**src/verilog/fpec_pkg.sv**
```systemverilog
// constants and types shared by the flash program/erase control block
// assumes a 20 MHz system clock and a word-wide peripheral register port
package fpec_pkg;

	// clock rate, used to turn operation times into cycle counts
	localparam int unsigned CLK_HZ = 20_000_000;
	localparam int unsigned CYC_PER_US = CLK_HZ / 1_000_000;

	// register groups, byte addresses; control and target each have four aliases, the key has none
	localparam logic [7:0] OFS_CTRL = 8'h00;
	localparam logic [7:0] OFS_KEY = 8'h10;
	localparam logic [7:0] OFS_TARGET = 8'h20;

	// alias select in address bits 3:2
	localparam logic [1:0] ALIAS_PLAIN = 2'h0;
	localparam logic [1:0] ALIAS_CLR = 2'h1;
	localparam logic [1:0] ALIAS_SET = 2'h2;
	localparam logic [1:0] ALIAS_INV = 2'h3;

	// control register field positions
	localparam int unsigned BIT_LAUNCH = 15;
	localparam int unsigned BIT_ARM = 14;
	localparam int unsigned BIT_FAIL = 13;
	localparam int unsigned BIT_UV_ERR = 12;
	localparam int unsigned BIT_UV_LIVE = 11;
	localparam int unsigned OP_MSB = 3;
	localparam int unsigned OP_LSB = 0;
	localparam logic [31:0] CTRL_RESET = 32'h0000_0000;

	// target location register: low two bits are read-only zero
	localparam logic [31:0] TARGET_RESET = 32'h0000_0000;
	localparam logic [31:0] TARGET_WR_MASK = 32'hffff_fffc;

	// unlock keys, first then second
	localparam logic [31:0] KEY_FIRST = 32'haa99_6655;
	localparam logic [31:0] KEY_SECOND = 32'h5566_99aa;

	// operation select codes
	localparam logic [3:0] OP_NOP0 = 4'h0;
	localparam logic [3:0] OP_WORD = 4'h1;
	localparam logic [3:0] OP_NOP2 = 4'h2;
	localparam logic [3:0] OP_ROW = 4'h3;
	localparam logic [3:0] OP_PAGE = 4'h4;
	localparam logic [3:0] OP_ARRAY = 4'h5;
	localparam logic [3:0] OP_NOP6 = 4'h6;

	// nominal operation times in microseconds
	localparam int unsigned WORD_TIME_US = 20;
	localparam int unsigned ROW_TIME_US = 1000;
	localparam int unsigned PAGE_TIME_US = 20000;
	localparam int unsigned ARRAY_TIME_US = 80000;
	localparam int unsigned WORD_CYCLES = WORD_TIME_US * CYC_PER_US;
	localparam int unsigned ROW_CYCLES = ROW_TIME_US * CYC_PER_US;
	localparam int unsigned PAGE_CYCLES = PAGE_TIME_US * CYC_PER_US;
	localparam int unsigned ARRAY_CYCLES = ARRAY_TIME_US * CYC_PER_US;
	// no-op, reserved and refused operations resolve this fast
	localparam int unsigned RESOLVE_CYCLES = 1;

	// unlock progress
	typedef enum logic [1:0] {
		KEY_IDLE,
		KEY_HALF,
		KEY_OPEN
	} fpec_key_e;

	// sequencer states
	typedef enum logic {
		SEQ_IDLE,
		SEQ_RUN
	} fpec_seq_e;

endpackage

```
**src/verilog/fpec_sequencer.sv**
```systemverilog
// operation sequencer: times one program/erase operation and judges it
// assumes start is a one-cycle pulse given only while idle
`timescale 1ns/100ps
`default_nettype none
module fpec_sequencer #(
	parameter int unsigned WORD_CYC = fpec_pkg::WORD_CYCLES,
	parameter int unsigned ROW_CYC = fpec_pkg::ROW_CYCLES,
	parameter int unsigned PAGE_CYC = fpec_pkg::PAGE_CYCLES,
	parameter int unsigned ARRAY_CYC = fpec_pkg::ARRAY_CYCLES
) (
	input wire logic clk_in,
	input wire logic rst_n_in,
	input wire logic start_in,
	input wire logic [3:0] op_in,
	input wire logic wp_target_in,
	input wire logic wp_any_in,
	output logic active_out,
	output logic done_out,
	output logic fail_out
);

	fpec_pkg::fpec_seq_e state_reg;
	logic [31:0] count_reg;
	logic [31:0] load_cyc;
	logic load_fail;
	logic load_real;
	logic real_reg;

	// duration and verdict chosen from the code at start
	always_comb begin
		load_cyc = 32'(fpec_pkg::RESOLVE_CYCLES);
		load_fail = 1'b0;
		load_real = 1'b0;
		case (op_in)
			fpec_pkg::OP_WORD: begin
				load_cyc = wp_target_in ? 32'(fpec_pkg::RESOLVE_CYCLES) : 32'(WORD_CYC);
				load_fail = wp_target_in;
				load_real = !wp_target_in;
			end
			fpec_pkg::OP_ROW: begin
				load_cyc = wp_target_in ? 32'(fpec_pkg::RESOLVE_CYCLES) : 32'(ROW_CYC);
				load_fail = wp_target_in;
				load_real = !wp_target_in;
			end
			fpec_pkg::OP_PAGE: begin
				load_cyc = wp_target_in ? 32'(fpec_pkg::RESOLVE_CYCLES) : 32'(PAGE_CYC);
				load_fail = wp_target_in;
				load_real = !wp_target_in;
			end
			// RULE_13: whole-array needs no page protected
			fpec_pkg::OP_ARRAY: begin
				load_cyc = wp_any_in ? 32'(fpec_pkg::RESOLVE_CYCLES) : 32'(ARRAY_CYC);
				load_fail = wp_any_in;
				load_real = !wp_any_in;
			end
			fpec_pkg::OP_NOP0, fpec_pkg::OP_NOP2, fpec_pkg::OP_NOP6: begin
				load_fail = 1'b0;
			end
			// reserved codes are refused and reported as a failure
			default: begin
				load_fail = 1'b1;
			end
		endcase
	end

	// RULE_18: busy for a fixed count, then done
	always_ff @(posedge clk_in or negedge rst_n_in) begin
		if (!rst_n_in) begin
			state_reg <= fpec_pkg::SEQ_IDLE;
			count_reg <= 32'h0000_0000;
			done_out <= 1'b0;
			fail_out <= 1'b0;
		end else begin
			done_out <= 1'b0;
			case (state_reg)
				fpec_pkg::SEQ_IDLE: begin
					if (start_in) begin
						state_reg <= fpec_pkg::SEQ_RUN;
						count_reg <= load_cyc - 32'h0000_0001;
						fail_out <= load_fail;
					end
				end
				fpec_pkg::SEQ_RUN: begin
					if (count_reg == 32'h0000_0000) begin
						state_reg <= fpec_pkg::SEQ_IDLE;
						done_out <= 1'b1;
					end else begin
						count_reg <= count_reg - 32'h0000_0001;
					end
				end
				default: begin
					state_reg <= fpec_pkg::SEQ_IDLE;
				end
			endcase
		end
	end

	// active level for the flash array; no-op codes never touch it
	// RULE_13: only a real, unprotected operation works the array
	always_ff @(posedge clk_in or negedge rst_n_in) begin
		if (!rst_n_in) begin
			active_out <= 1'b0;
			real_reg <= 1'b0;
		end else if (state_reg == fpec_pkg::SEQ_IDLE) begin
			active_out <= start_in && load_real;
			real_reg <= load_real;
		end else begin
			active_out <= real_reg && (count_reg != 32'h0000_0000);
		end
	end

endmodule
`default_nettype wire

```
**src/verilog/fpec_control.sv**
```systemverilog
// flash program/erase control: control, unlock key and target registers
// assumes a synchronous register port on clk_in, read data one cycle late,
// and write-protect levels from logic on the same clock
//
// Notes on behaviour
// RULE_01: low four bits select word, row, page, array operation or no-op.
// RULE_02: software launches with 0x8004, 0x8001, 0x8003 or 0x8000.
// RULE_03: launch bit write takes effect only when armed and just unlocked.
// RULE_04: launch starts the operation; hardware clears it at the end.
// RULE_05: arm bit permits launching and powers the undervoltage detector.
// RULE_06: any reset clears the arm bit.
// RULE_07: failure flag set when an operation does not complete normally.
// RULE_08: undervoltage error flag set on low voltage during an operation.
// RULE_09: live undervoltage flag follows the detector while it is enabled.
// RULE_10: the three flags clear when code 0000 is launched; here only the failure and undervoltage error flags do.
// RULE_11: operation select is writable only while not armed.
// RULE_12: bits 31-16 and 10-4 of control read zero, ignore writes.
// RULE_13: protected targets are not touched; array erase needs none protected.
// RULE_14: two key writes in order open the very next transaction only.
// RULE_15: unlock key register is write-only and reads zero.
// RULE_16: clear, set and invert aliases at offsets 0x4, 0x8, 0xc.
// RULE_17: target location picks word, row or page; ignored for array erase.
// RULE_18: while launched the block is busy, then clears the launch bit.
`timescale 1ns/100ps
`default_nettype none
module fpec_control #(
	parameter int unsigned WORD_CYC = fpec_pkg::WORD_CYCLES,
	parameter int unsigned ROW_CYC = fpec_pkg::ROW_CYCLES,
	parameter int unsigned PAGE_CYC = fpec_pkg::PAGE_CYCLES,
	parameter int unsigned ARRAY_CYC = fpec_pkg::ARRAY_CYCLES
) (
	input wire logic clk_in,
	input wire logic resetn_in,
	input wire logic [7:0] bus_addr_in,
	input wire logic bus_wr_in,
	input wire logic bus_rd_in,
	input wire logic [31:0] bus_wdata_in,
	output logic [31:0] bus_rdata_out,
	input wire logic low_voltage_in,
	input wire logic wp_target_in,
	input wire logic wp_any_in,
	output logic flash_busy_out,
	output logic flash_active_out,
	output logic [3:0] flash_op_out,
	output logic [31:0] flash_target_out,
	output logic uv_detector_en_out
);

	// applies a plain, clear, set or invert write to a register value
	function automatic logic [31:0] fpec_alias(
		input logic [31:0] old_val,
		input logic [31:0] wdata,
		input logic [1:0] sel
	);
		logic [31:0] res;
		res = wdata;
		case (sel)
			fpec_pkg::ALIAS_CLR: res = old_val & ~wdata;
			fpec_pkg::ALIAS_SET: res = old_val | wdata;
			fpec_pkg::ALIAS_INV: res = old_val ^ wdata;
			default: res = wdata;
		endcase
		return res;
	endfunction

	logic rst_meta_reg;
	logic rst_sync_reg;
	logic lv_meta_reg;
	logic lv_sync_reg;
	fpec_pkg::fpec_key_e key_reg;
	logic launch_reg;
	logic arm_reg;
	logic fail_reg;
	logic uv_err_reg;
	logic uv_live_reg;
	logic [3:0] op_reg;
	logic [31:0] target_reg;
	logic [31:0] ctrl_value;
	logic [31:0] ctrl_cand;
	logic [31:0] target_cand;
	logic [31:0] rdata_next;
	logic [1:0] alias_sel;
	logic hit_ctrl;
	logic hit_key;
	logic hit_target;
	logic wr_ctrl;
	logic wr_key;
	logic wr_target;
	logic any_txn;
	logic accept_launch;
	logic clear_flags;
	logic seq_active;
	logic seq_done;
	logic seq_fail;

	// reset release through two flops, assertion stays asynchronous
	always_ff @(posedge clk_in or negedge resetn_in) begin
		if (!resetn_in) begin
			rst_meta_reg <= 1'b0;
			rst_sync_reg <= 1'b0;
		end else begin
			rst_meta_reg <= 1'b1;
			rst_sync_reg <= rst_meta_reg;
		end
	end

	// detector output is asynchronous to clk_in
	always_ff @(posedge clk_in or negedge rst_sync_reg) begin
		if (!rst_sync_reg) begin
			lv_meta_reg <= 1'b0;
			lv_sync_reg <= 1'b0;
		end else begin
			lv_meta_reg <= low_voltage_in;
			lv_sync_reg <= lv_meta_reg;
		end
	end

	// address decode, aliases in bits 3:2
	assign alias_sel = bus_addr_in[3:2];
	assign hit_ctrl = (bus_addr_in[7:4] == fpec_pkg::OFS_CTRL[7:4]);
	assign hit_key = (bus_addr_in[7:2] == fpec_pkg::OFS_KEY[7:2]);
	assign hit_target = (bus_addr_in[7:4] == fpec_pkg::OFS_TARGET[7:4]);
	assign wr_ctrl = bus_wr_in && hit_ctrl;
	assign wr_key = bus_wr_in && hit_key;
	assign wr_target = bus_wr_in && hit_target;
	assign any_txn = bus_wr_in || bus_rd_in;

	// RULE_12: unimplemented control bits are fixed zero
	assign ctrl_value = {16'h0000, launch_reg, arm_reg, fail_reg, uv_err_reg, uv_live_reg,
		7'h00, op_reg};

	// RULE_16: alias arithmetic on control and target
	assign ctrl_cand = fpec_alias(ctrl_value, bus_wdata_in, alias_sel);
	assign target_cand = fpec_alias(target_reg, bus_wdata_in, alias_sel);

	// RULE_03: launch needs arm already set and the open unlock window
	assign accept_launch = wr_ctrl && ctrl_cand[fpec_pkg::BIT_LAUNCH] && !launch_reg
		&& arm_reg && (key_reg == fpec_pkg::KEY_OPEN);
	// RULE_10: launching code 0000 is the flag clear
	assign clear_flags = accept_launch && (op_reg == fpec_pkg::OP_NOP0);

	// RULE_14: key pair opens exactly the next bus transaction
	always_ff @(posedge clk_in or negedge rst_sync_reg) begin
		if (!rst_sync_reg) begin
			key_reg <= fpec_pkg::KEY_IDLE;
		end else if (any_txn) begin
			case (key_reg)
				fpec_pkg::KEY_HALF: begin
					if (wr_key && bus_wdata_in == fpec_pkg::KEY_SECOND) begin
						key_reg <= fpec_pkg::KEY_OPEN;
					end else if (wr_key && bus_wdata_in == fpec_pkg::KEY_FIRST) begin
						key_reg <= fpec_pkg::KEY_HALF;
					end else begin
						key_reg <= fpec_pkg::KEY_IDLE;
					end
				end
				default: begin
					// idle or open: any transaction spends the window
					if (wr_key && bus_wdata_in == fpec_pkg::KEY_FIRST) begin
						key_reg <= fpec_pkg::KEY_HALF;
					end else begin
						key_reg <= fpec_pkg::KEY_IDLE;
					end
				end
			endcase
		end
	end

	// arm bit is writable at any time, cleared by every reset
	always_ff @(posedge clk_in or negedge rst_sync_reg) begin
		if (!rst_sync_reg) begin
			// RULE_06: reset disarms
			arm_reg <= 1'b0;
		end else if (wr_ctrl) begin
			// RULE_05: software arms or disarms
			arm_reg <= ctrl_cand[fpec_pkg::BIT_ARM];
		end
	end

	// operation select, frozen while armed
	always_ff @(posedge clk_in or negedge rst_sync_reg) begin
		if (!rst_sync_reg) begin
			op_reg <= fpec_pkg::CTRL_RESET[fpec_pkg::OP_MSB:fpec_pkg::OP_LSB];
		end else if (wr_ctrl && !arm_reg) begin
			// RULE_11: only written while disarmed
			op_reg <= ctrl_cand[fpec_pkg::OP_MSB:fpec_pkg::OP_LSB];
		end
	end

	// launch bit: software sets it, only the sequencer clears it
	always_ff @(posedge clk_in or negedge rst_sync_reg) begin
		if (!rst_sync_reg) begin
			launch_reg <= 1'b0;
		end else if (accept_launch) begin
			// RULE_04: start of an operation
			launch_reg <= 1'b1;
		end else if (seq_done) begin
			// RULE_18: hardware clear at completion
			launch_reg <= 1'b0;
		end
	end

	// failure flag; clear and completion never meet since launch is refused while busy
	always_ff @(posedge clk_in or negedge rst_sync_reg) begin
		if (!rst_sync_reg) begin
			fail_reg <= 1'b0;
		end else if (seq_done && seq_fail) begin
			// RULE_07: abnormal end reported
			fail_reg <= 1'b1;
		end else if (clear_flags) begin
			fail_reg <= 1'b0;
		end
	end

	// undervoltage error: sticky, set wins over the clear
	always_ff @(posedge clk_in or negedge rst_sync_reg) begin
		if (!rst_sync_reg) begin
			uv_err_reg <= 1'b0;
		end else if (arm_reg && lv_sync_reg && (launch_reg || accept_launch)) begin
			// RULE_08: low voltage during an operation
			uv_err_reg <= 1'b1;
		end else if (clear_flags) begin
			// RULE_10: cleared by a code 0000 launch
			uv_err_reg <= 1'b0;
		end
	end

	// live undervoltage: follows the detector, zero when it is off
	always_ff @(posedge clk_in or negedge rst_sync_reg) begin
		if (!rst_sync_reg) begin
			uv_live_reg <= 1'b0;
		end else begin
			// RULE_09: tracks the event while enabled
			uv_live_reg <= arm_reg && lv_sync_reg;
		end
	end

	// target location, low bits stay zero
	always_ff @(posedge clk_in or negedge rst_sync_reg) begin
		if (!rst_sync_reg) begin
			target_reg <= fpec_pkg::TARGET_RESET;
		end else if (wr_target && !launch_reg) begin
			// held steady during an operation so the array sees one address
			target_reg <= target_cand & fpec_pkg::TARGET_WR_MASK;
		end
	end

	// read mux; aliases and unmapped offsets answer zero
	always_comb begin
		rdata_next = 32'h0000_0000;
		if (bus_rd_in && alias_sel == fpec_pkg::ALIAS_PLAIN) begin
			if (hit_ctrl) begin
				rdata_next = ctrl_value;
			end else if (hit_target) begin
				rdata_next = target_reg;
			end else begin
				// RULE_15: key reads zero, as does anything unmapped
				rdata_next = 32'h0000_0000;
			end
		end
	end

	// read data registered, held until the next read
	always_ff @(posedge clk_in or negedge rst_sync_reg) begin
		if (!rst_sync_reg) begin
			bus_rdata_out <= 32'h0000_0000;
		end else if (bus_rd_in) begin
			bus_rdata_out <= rdata_next;
		end
	end

	// RULE_01: decode and timing of the selected code
	fpec_sequencer #(
		.WORD_CYC(WORD_CYC),
		.ROW_CYC(ROW_CYC),
		.PAGE_CYC(PAGE_CYC),
		.ARRAY_CYC(ARRAY_CYC)
	) u_seq (
		.clk_in(clk_in),
		.rst_n_in(rst_sync_reg),
		.start_in(accept_launch),
		.op_in(op_reg),
		.wp_target_in(wp_target_in),
		.wp_any_in(wp_any_in),
		.active_out(seq_active),
		.done_out(seq_done),
		.fail_out(seq_fail)
	);

	// flash array side, every output from a flop
	always_ff @(posedge clk_in or negedge rst_sync_reg) begin
		if (!rst_sync_reg) begin
			flash_busy_out <= 1'b0;
			flash_active_out <= 1'b0;
			flash_op_out <= fpec_pkg::OP_NOP0;
			flash_target_out <= fpec_pkg::TARGET_RESET;
			uv_detector_en_out <= 1'b0;
		end else begin
			flash_busy_out <= launch_reg;
			// RULE_13: a protected or reserved request never drives the array
			flash_active_out <= seq_active && !seq_fail;
			flash_op_out <= op_reg;
			// RULE_17: array erase ignores the target location
			flash_target_out <= (op_reg == fpec_pkg::OP_ARRAY) ? 32'h0000_0000 : target_reg;
			uv_detector_en_out <= arm_reg;
		end
	end

endmodule
`default_nettype wire

```
**config.mk**
```make
export PLATFORM = sky130hd
export DESIGN_NAME = fpec_control
export DESIGN_NICKNAME = d
export VERILOG_FILES = /design/src/verilog/fpec_pkg.sv /design/src/verilog/fpec_sequencer.sv /design/src/verilog/fpec_control.sv
export SDC_FILE = /design/constraint.sdc
export NUM_CORES = 1
export LEC_CHECK = 0
export ABC_AREA = 1
export BUFFER_PORTS_ARGS = -buffer_cell sky130_fd_sc_hd__clkbuf_2
export CORE_UTILIZATION = 63
export DETAILED_ROUTE_END_ITERATION = 10
export PLACE_DENSITY = 0.86
export SLEW_MARGIN = 10
export SYNTH_ARGS = -nofsm -noshare
export SYNTH_HDL_FRONTEND = slang
export SYNTH_SLANG_ARGS = --single-unit
export TNS_END_PERCENT = 50
```
**constraint.sdc**
```tcl
create_clock -name clk_in -period 9.4 [get_ports clk_in]
set_input_delay 2.82 -clock clk_in [delete_from_list [all_inputs] [get_ports clk_in]]
set_output_delay 2.82 -clock clk_in [all_outputs]
set_load 0.02 [all_outputs]
```
## Word-level counts from Yosys, hierarchy flattened

Index checks and enable logic that the tools add are counted.

| storage, ports and cells | value |
|---|---|
| register bits after elaboration | 153 |
| bits of input ports | 47 |
| output and inout bits | 71 |
| logic and storage cells | 119 |

| operators by class | value |
|---|---|
| $add $sub $neg | 2 |
| equal/unequal tests | 17 |
| multiplexer cells | 30 |
| bitwise gates (word level) | 8 |
| reductions and logical operators | 38 |

Operators by type and width:

| cell | count |
|---|---|
| $mux 32 | 6 |
| $pmux 32 s4 | 1 |
| $pmux 32 s3 | 1 |
| $pmux 32 s2 | 1 |
| $sub 32x1->32 const B | 2 |
| $pmux 16 s3 | 1 |
| $and 32x32->32 | 1 |
| $eq 32x31->1 const B | 1 |
| $eq 32x32->1 const B | 1 |
| $logic_not 32->1 | 1 |
| $not 32->32 | 1 |
| $or 32x32->32 | 1 |
| $reduce_bool 32->1 | 1 |
| $xor 32x32->32 | 1 |
| $mux 21 | 1 |
| $logic_and 1x1->1 | 19 |
| $mux 19 | 1 |
| $and 16x16->16 | 1 |
| $or 16x16->16 | 1 |
| $xor 16x16->16 | 1 |
| $mux 15 | 1 |
| $eq 4x2->1 const B | 3 |
| $eq 4x3->1 const B | 3 |
| $mux 1 | 11 |
| 17 further kinds | 33 |

## Longest topological paths before layout

| depth | value |
|---|---|
| word-level depth | 10 |
| gate-level depth with buffers | 18 |
| mapped depth without buffers | 18 |

## Hierarchy

A second synthesis with hierarchy kept.

| unflattened totals | value |
|---|---|
| cells, all modules | 1,148 |
| area total of the unflattened synthesis | 8,899.8 sq um |

Modules (own cells, without submodules):

| module | times used | cells an instance | area an instance (sq um) | seq. area each (sq um) |
|---|---|---|---|---|
| fpec_control | 1 | 722 | 6,180.9 | 2,852.7 |
| fpec_sequencer | 1 | 426 | 2,718.9 | 925.9 |

## Least setup slack after synthesis

OpenSTA, ideal clock, no wires.

| path | value |
|---|---|
| path kind | input port to flip-flop |
| start point | input port wp_any_in |
| end point | register u_seq.count_reg[16] |
| setup time | 118 ps |
| arrival time | 4,132 ps |
| required time | 9,282 ps |
| setup slack | 5,150 ps |
| cell stages on the path | 14 |
| buffers on the path | 0 |
| cells stage by stage | inv_1 nand3_4 nand2_1 inv_2 nand2_4 ha_1 nand2_1 inv_1 nand2_1 nor2_2 nand3_1 nor2_1 xor2_1 inv_1 |

| between the ends | value |
|---|---|
| word-level cells in the longest chain between the ends | 5 |

Ends and longest elaborated chain:

| item | RTL line | source |
|---|---|---|
| start, declared | fpec_control.sv:41 | `input wire logic wp_any_in,` |
| $mux 21 | fpec_sequencer.sv:52 | `load_cyc = wp_any_in ? 32'(fpec_pkg::RESOLVE_CYCLES) : 32'(ARRAY_CYC);` |
| $pmux 32 s4 | fpec_sequencer.sv:34 | `case (op_in)` |
| $sub 32x1->32 | fpec_sequencer.sv:79 | `count_reg <= load_cyc - 32'h0000_0001;` |
| $mux 32 | fpec_sequencer.sv:77 | `if (start_in) begin` |
| $pmux 32 s2 | fpec_sequencer.sv:75 | `case (state_reg)` |
| end signal, assigned | fpec_sequencer.sv:79 |  |
| end signal, assigned | fpec_sequencer.sv:88 | `count_reg <= count_reg - 32'h0000_0001;` |
| end, declared | fpec_sequencer.sv:23 | `logic [31:0] count_reg;` |

Every way passes these cells. The select of a mux whose other input is x is not followed.
A chain may end at the register's enable or synchronous reset.

## Worst setup path after layout

| path | value |
|---|---|
| start point | input port bus_addr_in[3] |
| end point | register bus_rdata_out[15] |

| between the ends | value |
|---|---|
| word-level cells in the longest chain between the ends | 3 |

Ends and longest elaborated chain:

| item | RTL line | source |
|---|---|---|
| start, declared | fpec_control.sv:34 | `input wire logic [7:0] bus_addr_in,` |
| $logic_not 2->1 | fpec_control.sv:251 | `if (bus_rd_in && alias_sel == fpec_pkg::ALIAS_PLAIN) begin` |
| $logic_and 1x1->1 | fpec_control.sv:251 |  |
| $mux 32 | fpec_control.sv:251 |  |
| end signal, assigned | fpec_control.sv:268 | `bus_rdata_out <= rdata_next;` |
| end, declared | fpec_control.sv:38 | `output logic [31:0] bus_rdata_out,` |

Every way passes these cells.

==> metrics.cfg <==
[setup_path]
cp.arrival_ps = 5770
critPathMostFrequentCell = nor2_2
path_class = input port to register
crit_path_cell_trace = clkbuf_2 -> nor2_2 -> inv_2 -> nor2_2 -> nand4_1 -> o221ai_1
required_ps = 9720
end_kind = register
crit_fanout = 33
critPathLaunchType = input port
cp_slowest_cell = nor2_2
max_stage_delay_ps = 790

[power_and_ir_drop]
leakagePower_nw = 5.109
power_density_nw_per_um2 = 165.1
power_mw = 1.638
ir_drop_mv = 0.1209

[clock_tree]
numClockSinks = 151
path_clk_slew_ps = 60
numCtsBuffers = 17
cts_buffer_depth = 2
post_cts_resize_count = 0
post-cts-setup-buffer-count = 0
insertion_delay_ps = 430
cts_tree = done
postCtsHoldBufs = 0
cts_htree_levels = 4
clockRootBuffer = clkbuf_16

[place]
dp_hpwl_mm = 15.51
dp_slack_ps = 3716
portBuffers = 113
placed_cell_area_um2 = 9353
gp_congestion = 0.9423

[floorplanning]
io_pins = 118
dieWidth_um = 119.6
die_h_um = 119.6
die_area_um2 = 14310
core-area_um2 = 13350
rows = 42
start_util_pct = 65.32

[timing]
slew_headroom_pct = 19.68
setup_viol = 0
clock_skew_ps = 11.47
slew_violations = 0
max_slew.worst_pin.slew_ps = 1204
final.period_utilization_pct = 57.89
fin_crit_ps = 5441
rsz0062_at_grt = false
max_clock_freq_ghz = 0.1838
final.setup.tns_ps = 0
setup_ws_ps = 3959
hold_viol = 0

[final_layout]
layout-drive-gt1-share_pct = 17.67
fin_nets = 1257
diodes = 0
fillerInstances = 1002
syn_to_final_growth_pct = 13.79
final_area_um2 = 9921
final_util_pct = 74.33

[detailed_routing]
drc = 0
vias_per_cell = 5.992
vias = 7939
drt-initial-drc-count = 905
routedWlPerCell_um = 17.22
first_pass_iters = 5
routed_wl_mm = 22.82
antenna_left = 0

[job]
maxCapViolCount = 0

[grt]
grt_usage_pct = 33.44
grt_pass1_vias = 7496
antenna_found_initial = 0
grt_pass1_wl_mm = 37.18
gr-total-overflow = 0
grt_start_max_net_pins = 86

[status]
status = complete, no violations

[min_path]
min_path_type = register to register

[synth]
syn_area_um2 = 8718
syn_inst = 1038
ys_seq_area_share_pct = 43.34
synth-seq-cells = 151
yosysUniqueCellTypes = 45
avgSynthCellArea_um2 = 8.399
yosysWarnings = 0

[where the power goes]
part / total (mW) / switching, mW / internal [mW]
sequential: 0.702 / 0.0280 / 0.674
combinational: 0.271 / 0.191 / 0.0796
clock: 0.665 / 0.295 / 0.369
[metal layers]
metal / wire length (µm) / vias up / GRT usage, %
met5: 0 / - / 0
met4: 790 / 0 / 14.84
met3: 1946 / 70 / 6.511
met2: 10650 / 445 / 52.42
met1: 9436 / 3763 / 45.21
li1: - / 3661 / -
[cells by family (layout without fill, tap and decap cells)]
group / count (synthesis) / after routing / share of synthesized area, %
AND/OR/NAND/NOR: 443 / 443 / 23.52
AO/OA/AOI/OAI: 189 / 189 / 13.75
buffers and inverters: 170 / 280 / 7.778
flip-flops: 151 / 151 / 43.34
adder cells (fa/ha/maj): 74 / 74 / 10.62
XOR/XNOR: 9 / 9 / 0.9041
other: 2 / 3 / 0.08614
[cells in the final DEF, fill, tap and decap left out, drive strengths merged]
master	Yosys	layout
o221ai	7	7
a32o	15	15
o211ai	28	28
xnor2	4	4
o21ai	104	104
conb	2	3
ha	74	74
a22oi	2	2
nand2	213	213
o31ai	2	2
o32ai	1	1
inv	130	136
a21oi	8	8
clkbuf	18	130
buf	20	3
clkinvlp	0	2
nor4	13	13
clkinv	2	8
o21a	1	1
a211oi	2	2
nand3	50	50
bufinv	0	1
o22ai	1	1
o21bai	1	1
a31oi	3	3
nor2	138	138
dfrtp	151	151
a221oi	14	14
xor2	5	5
nor3	6	6
nand4	23	23
[cell usage after synthesis, drive strengths merged]
master	instances	share of area, %
nand2	213	9.5
dfrtp	151	43
nor2	138	6.9
inv	130	5.6
o21ai	104	6.0
ha	74	11
nand3	50	3.5
o211ai	28	2.4
nand4	23	2.0
buf	20	1.3
clkbuf	18	0.77
a32o	15	1.7
a221oi	14	1.4
nor4	13	1.1
a21oi	8	0.46
o221ai	7	0.70
nor3	6	0.46
xor2	5	0.50
xnor2	4	0.40
a31oi	3	0.22
a211oi	2	0.17
a22oi	2	0.17
clkinv	2	0.10
conb	2	0.086
o31ai	2	0.17
o21a	1	0.086
o21bai	1	0.086
o22ai	1	0.072
o32ai	1	0.10
[through the flow]
step	cells	hold WS, ps
floorplan	1039	331.2
global placement	1293	335.0
detailed placement	1293	341.1
CTS	1325	355.6
global route	1325	358.1
finish	1325	351.5
[path summary, 6_finish.rpt]
path / slack, ps / to / from / cells past startpoint
min in group asynchronous: 430 / bus_rdata_out[26] / rst_sync_reg / 0
hold reg to reg: 350 / lv_sync_reg / lv_meta_reg / 0
hold / removal: 350 / lv_sync_reg / lv_meta_reg / 0
setup reg to reg: 6030 / u_seq.count_reg[28] / op_reg[3] / 15
setup / recovery: 3960 / bus_rdata_out[15] / bus_addr_in[3] / 6
max in group asynchronous: 7130 / rst_sync_reg / resetn_in / 1
[worst max-delay path, delay by kind of cell]
family	cells	cell delay, ps
simple gates	3	1930
compound gates	1	380
buf+inv	2	620
[layout make-up]
class	count	area, µm²	share of cell area (%)
multi-input cells	718	4265	42.99
flip-flops and latches	151	3782	38.13
repair buffers	116	588.1	5.928
inverters	132	496.7	5.007
clock buffers	17	425.4	4.288
well taps	176	220.2	2.220
clock inverters	15	142.6	1.438
Power figures use the tool's default switching activity.
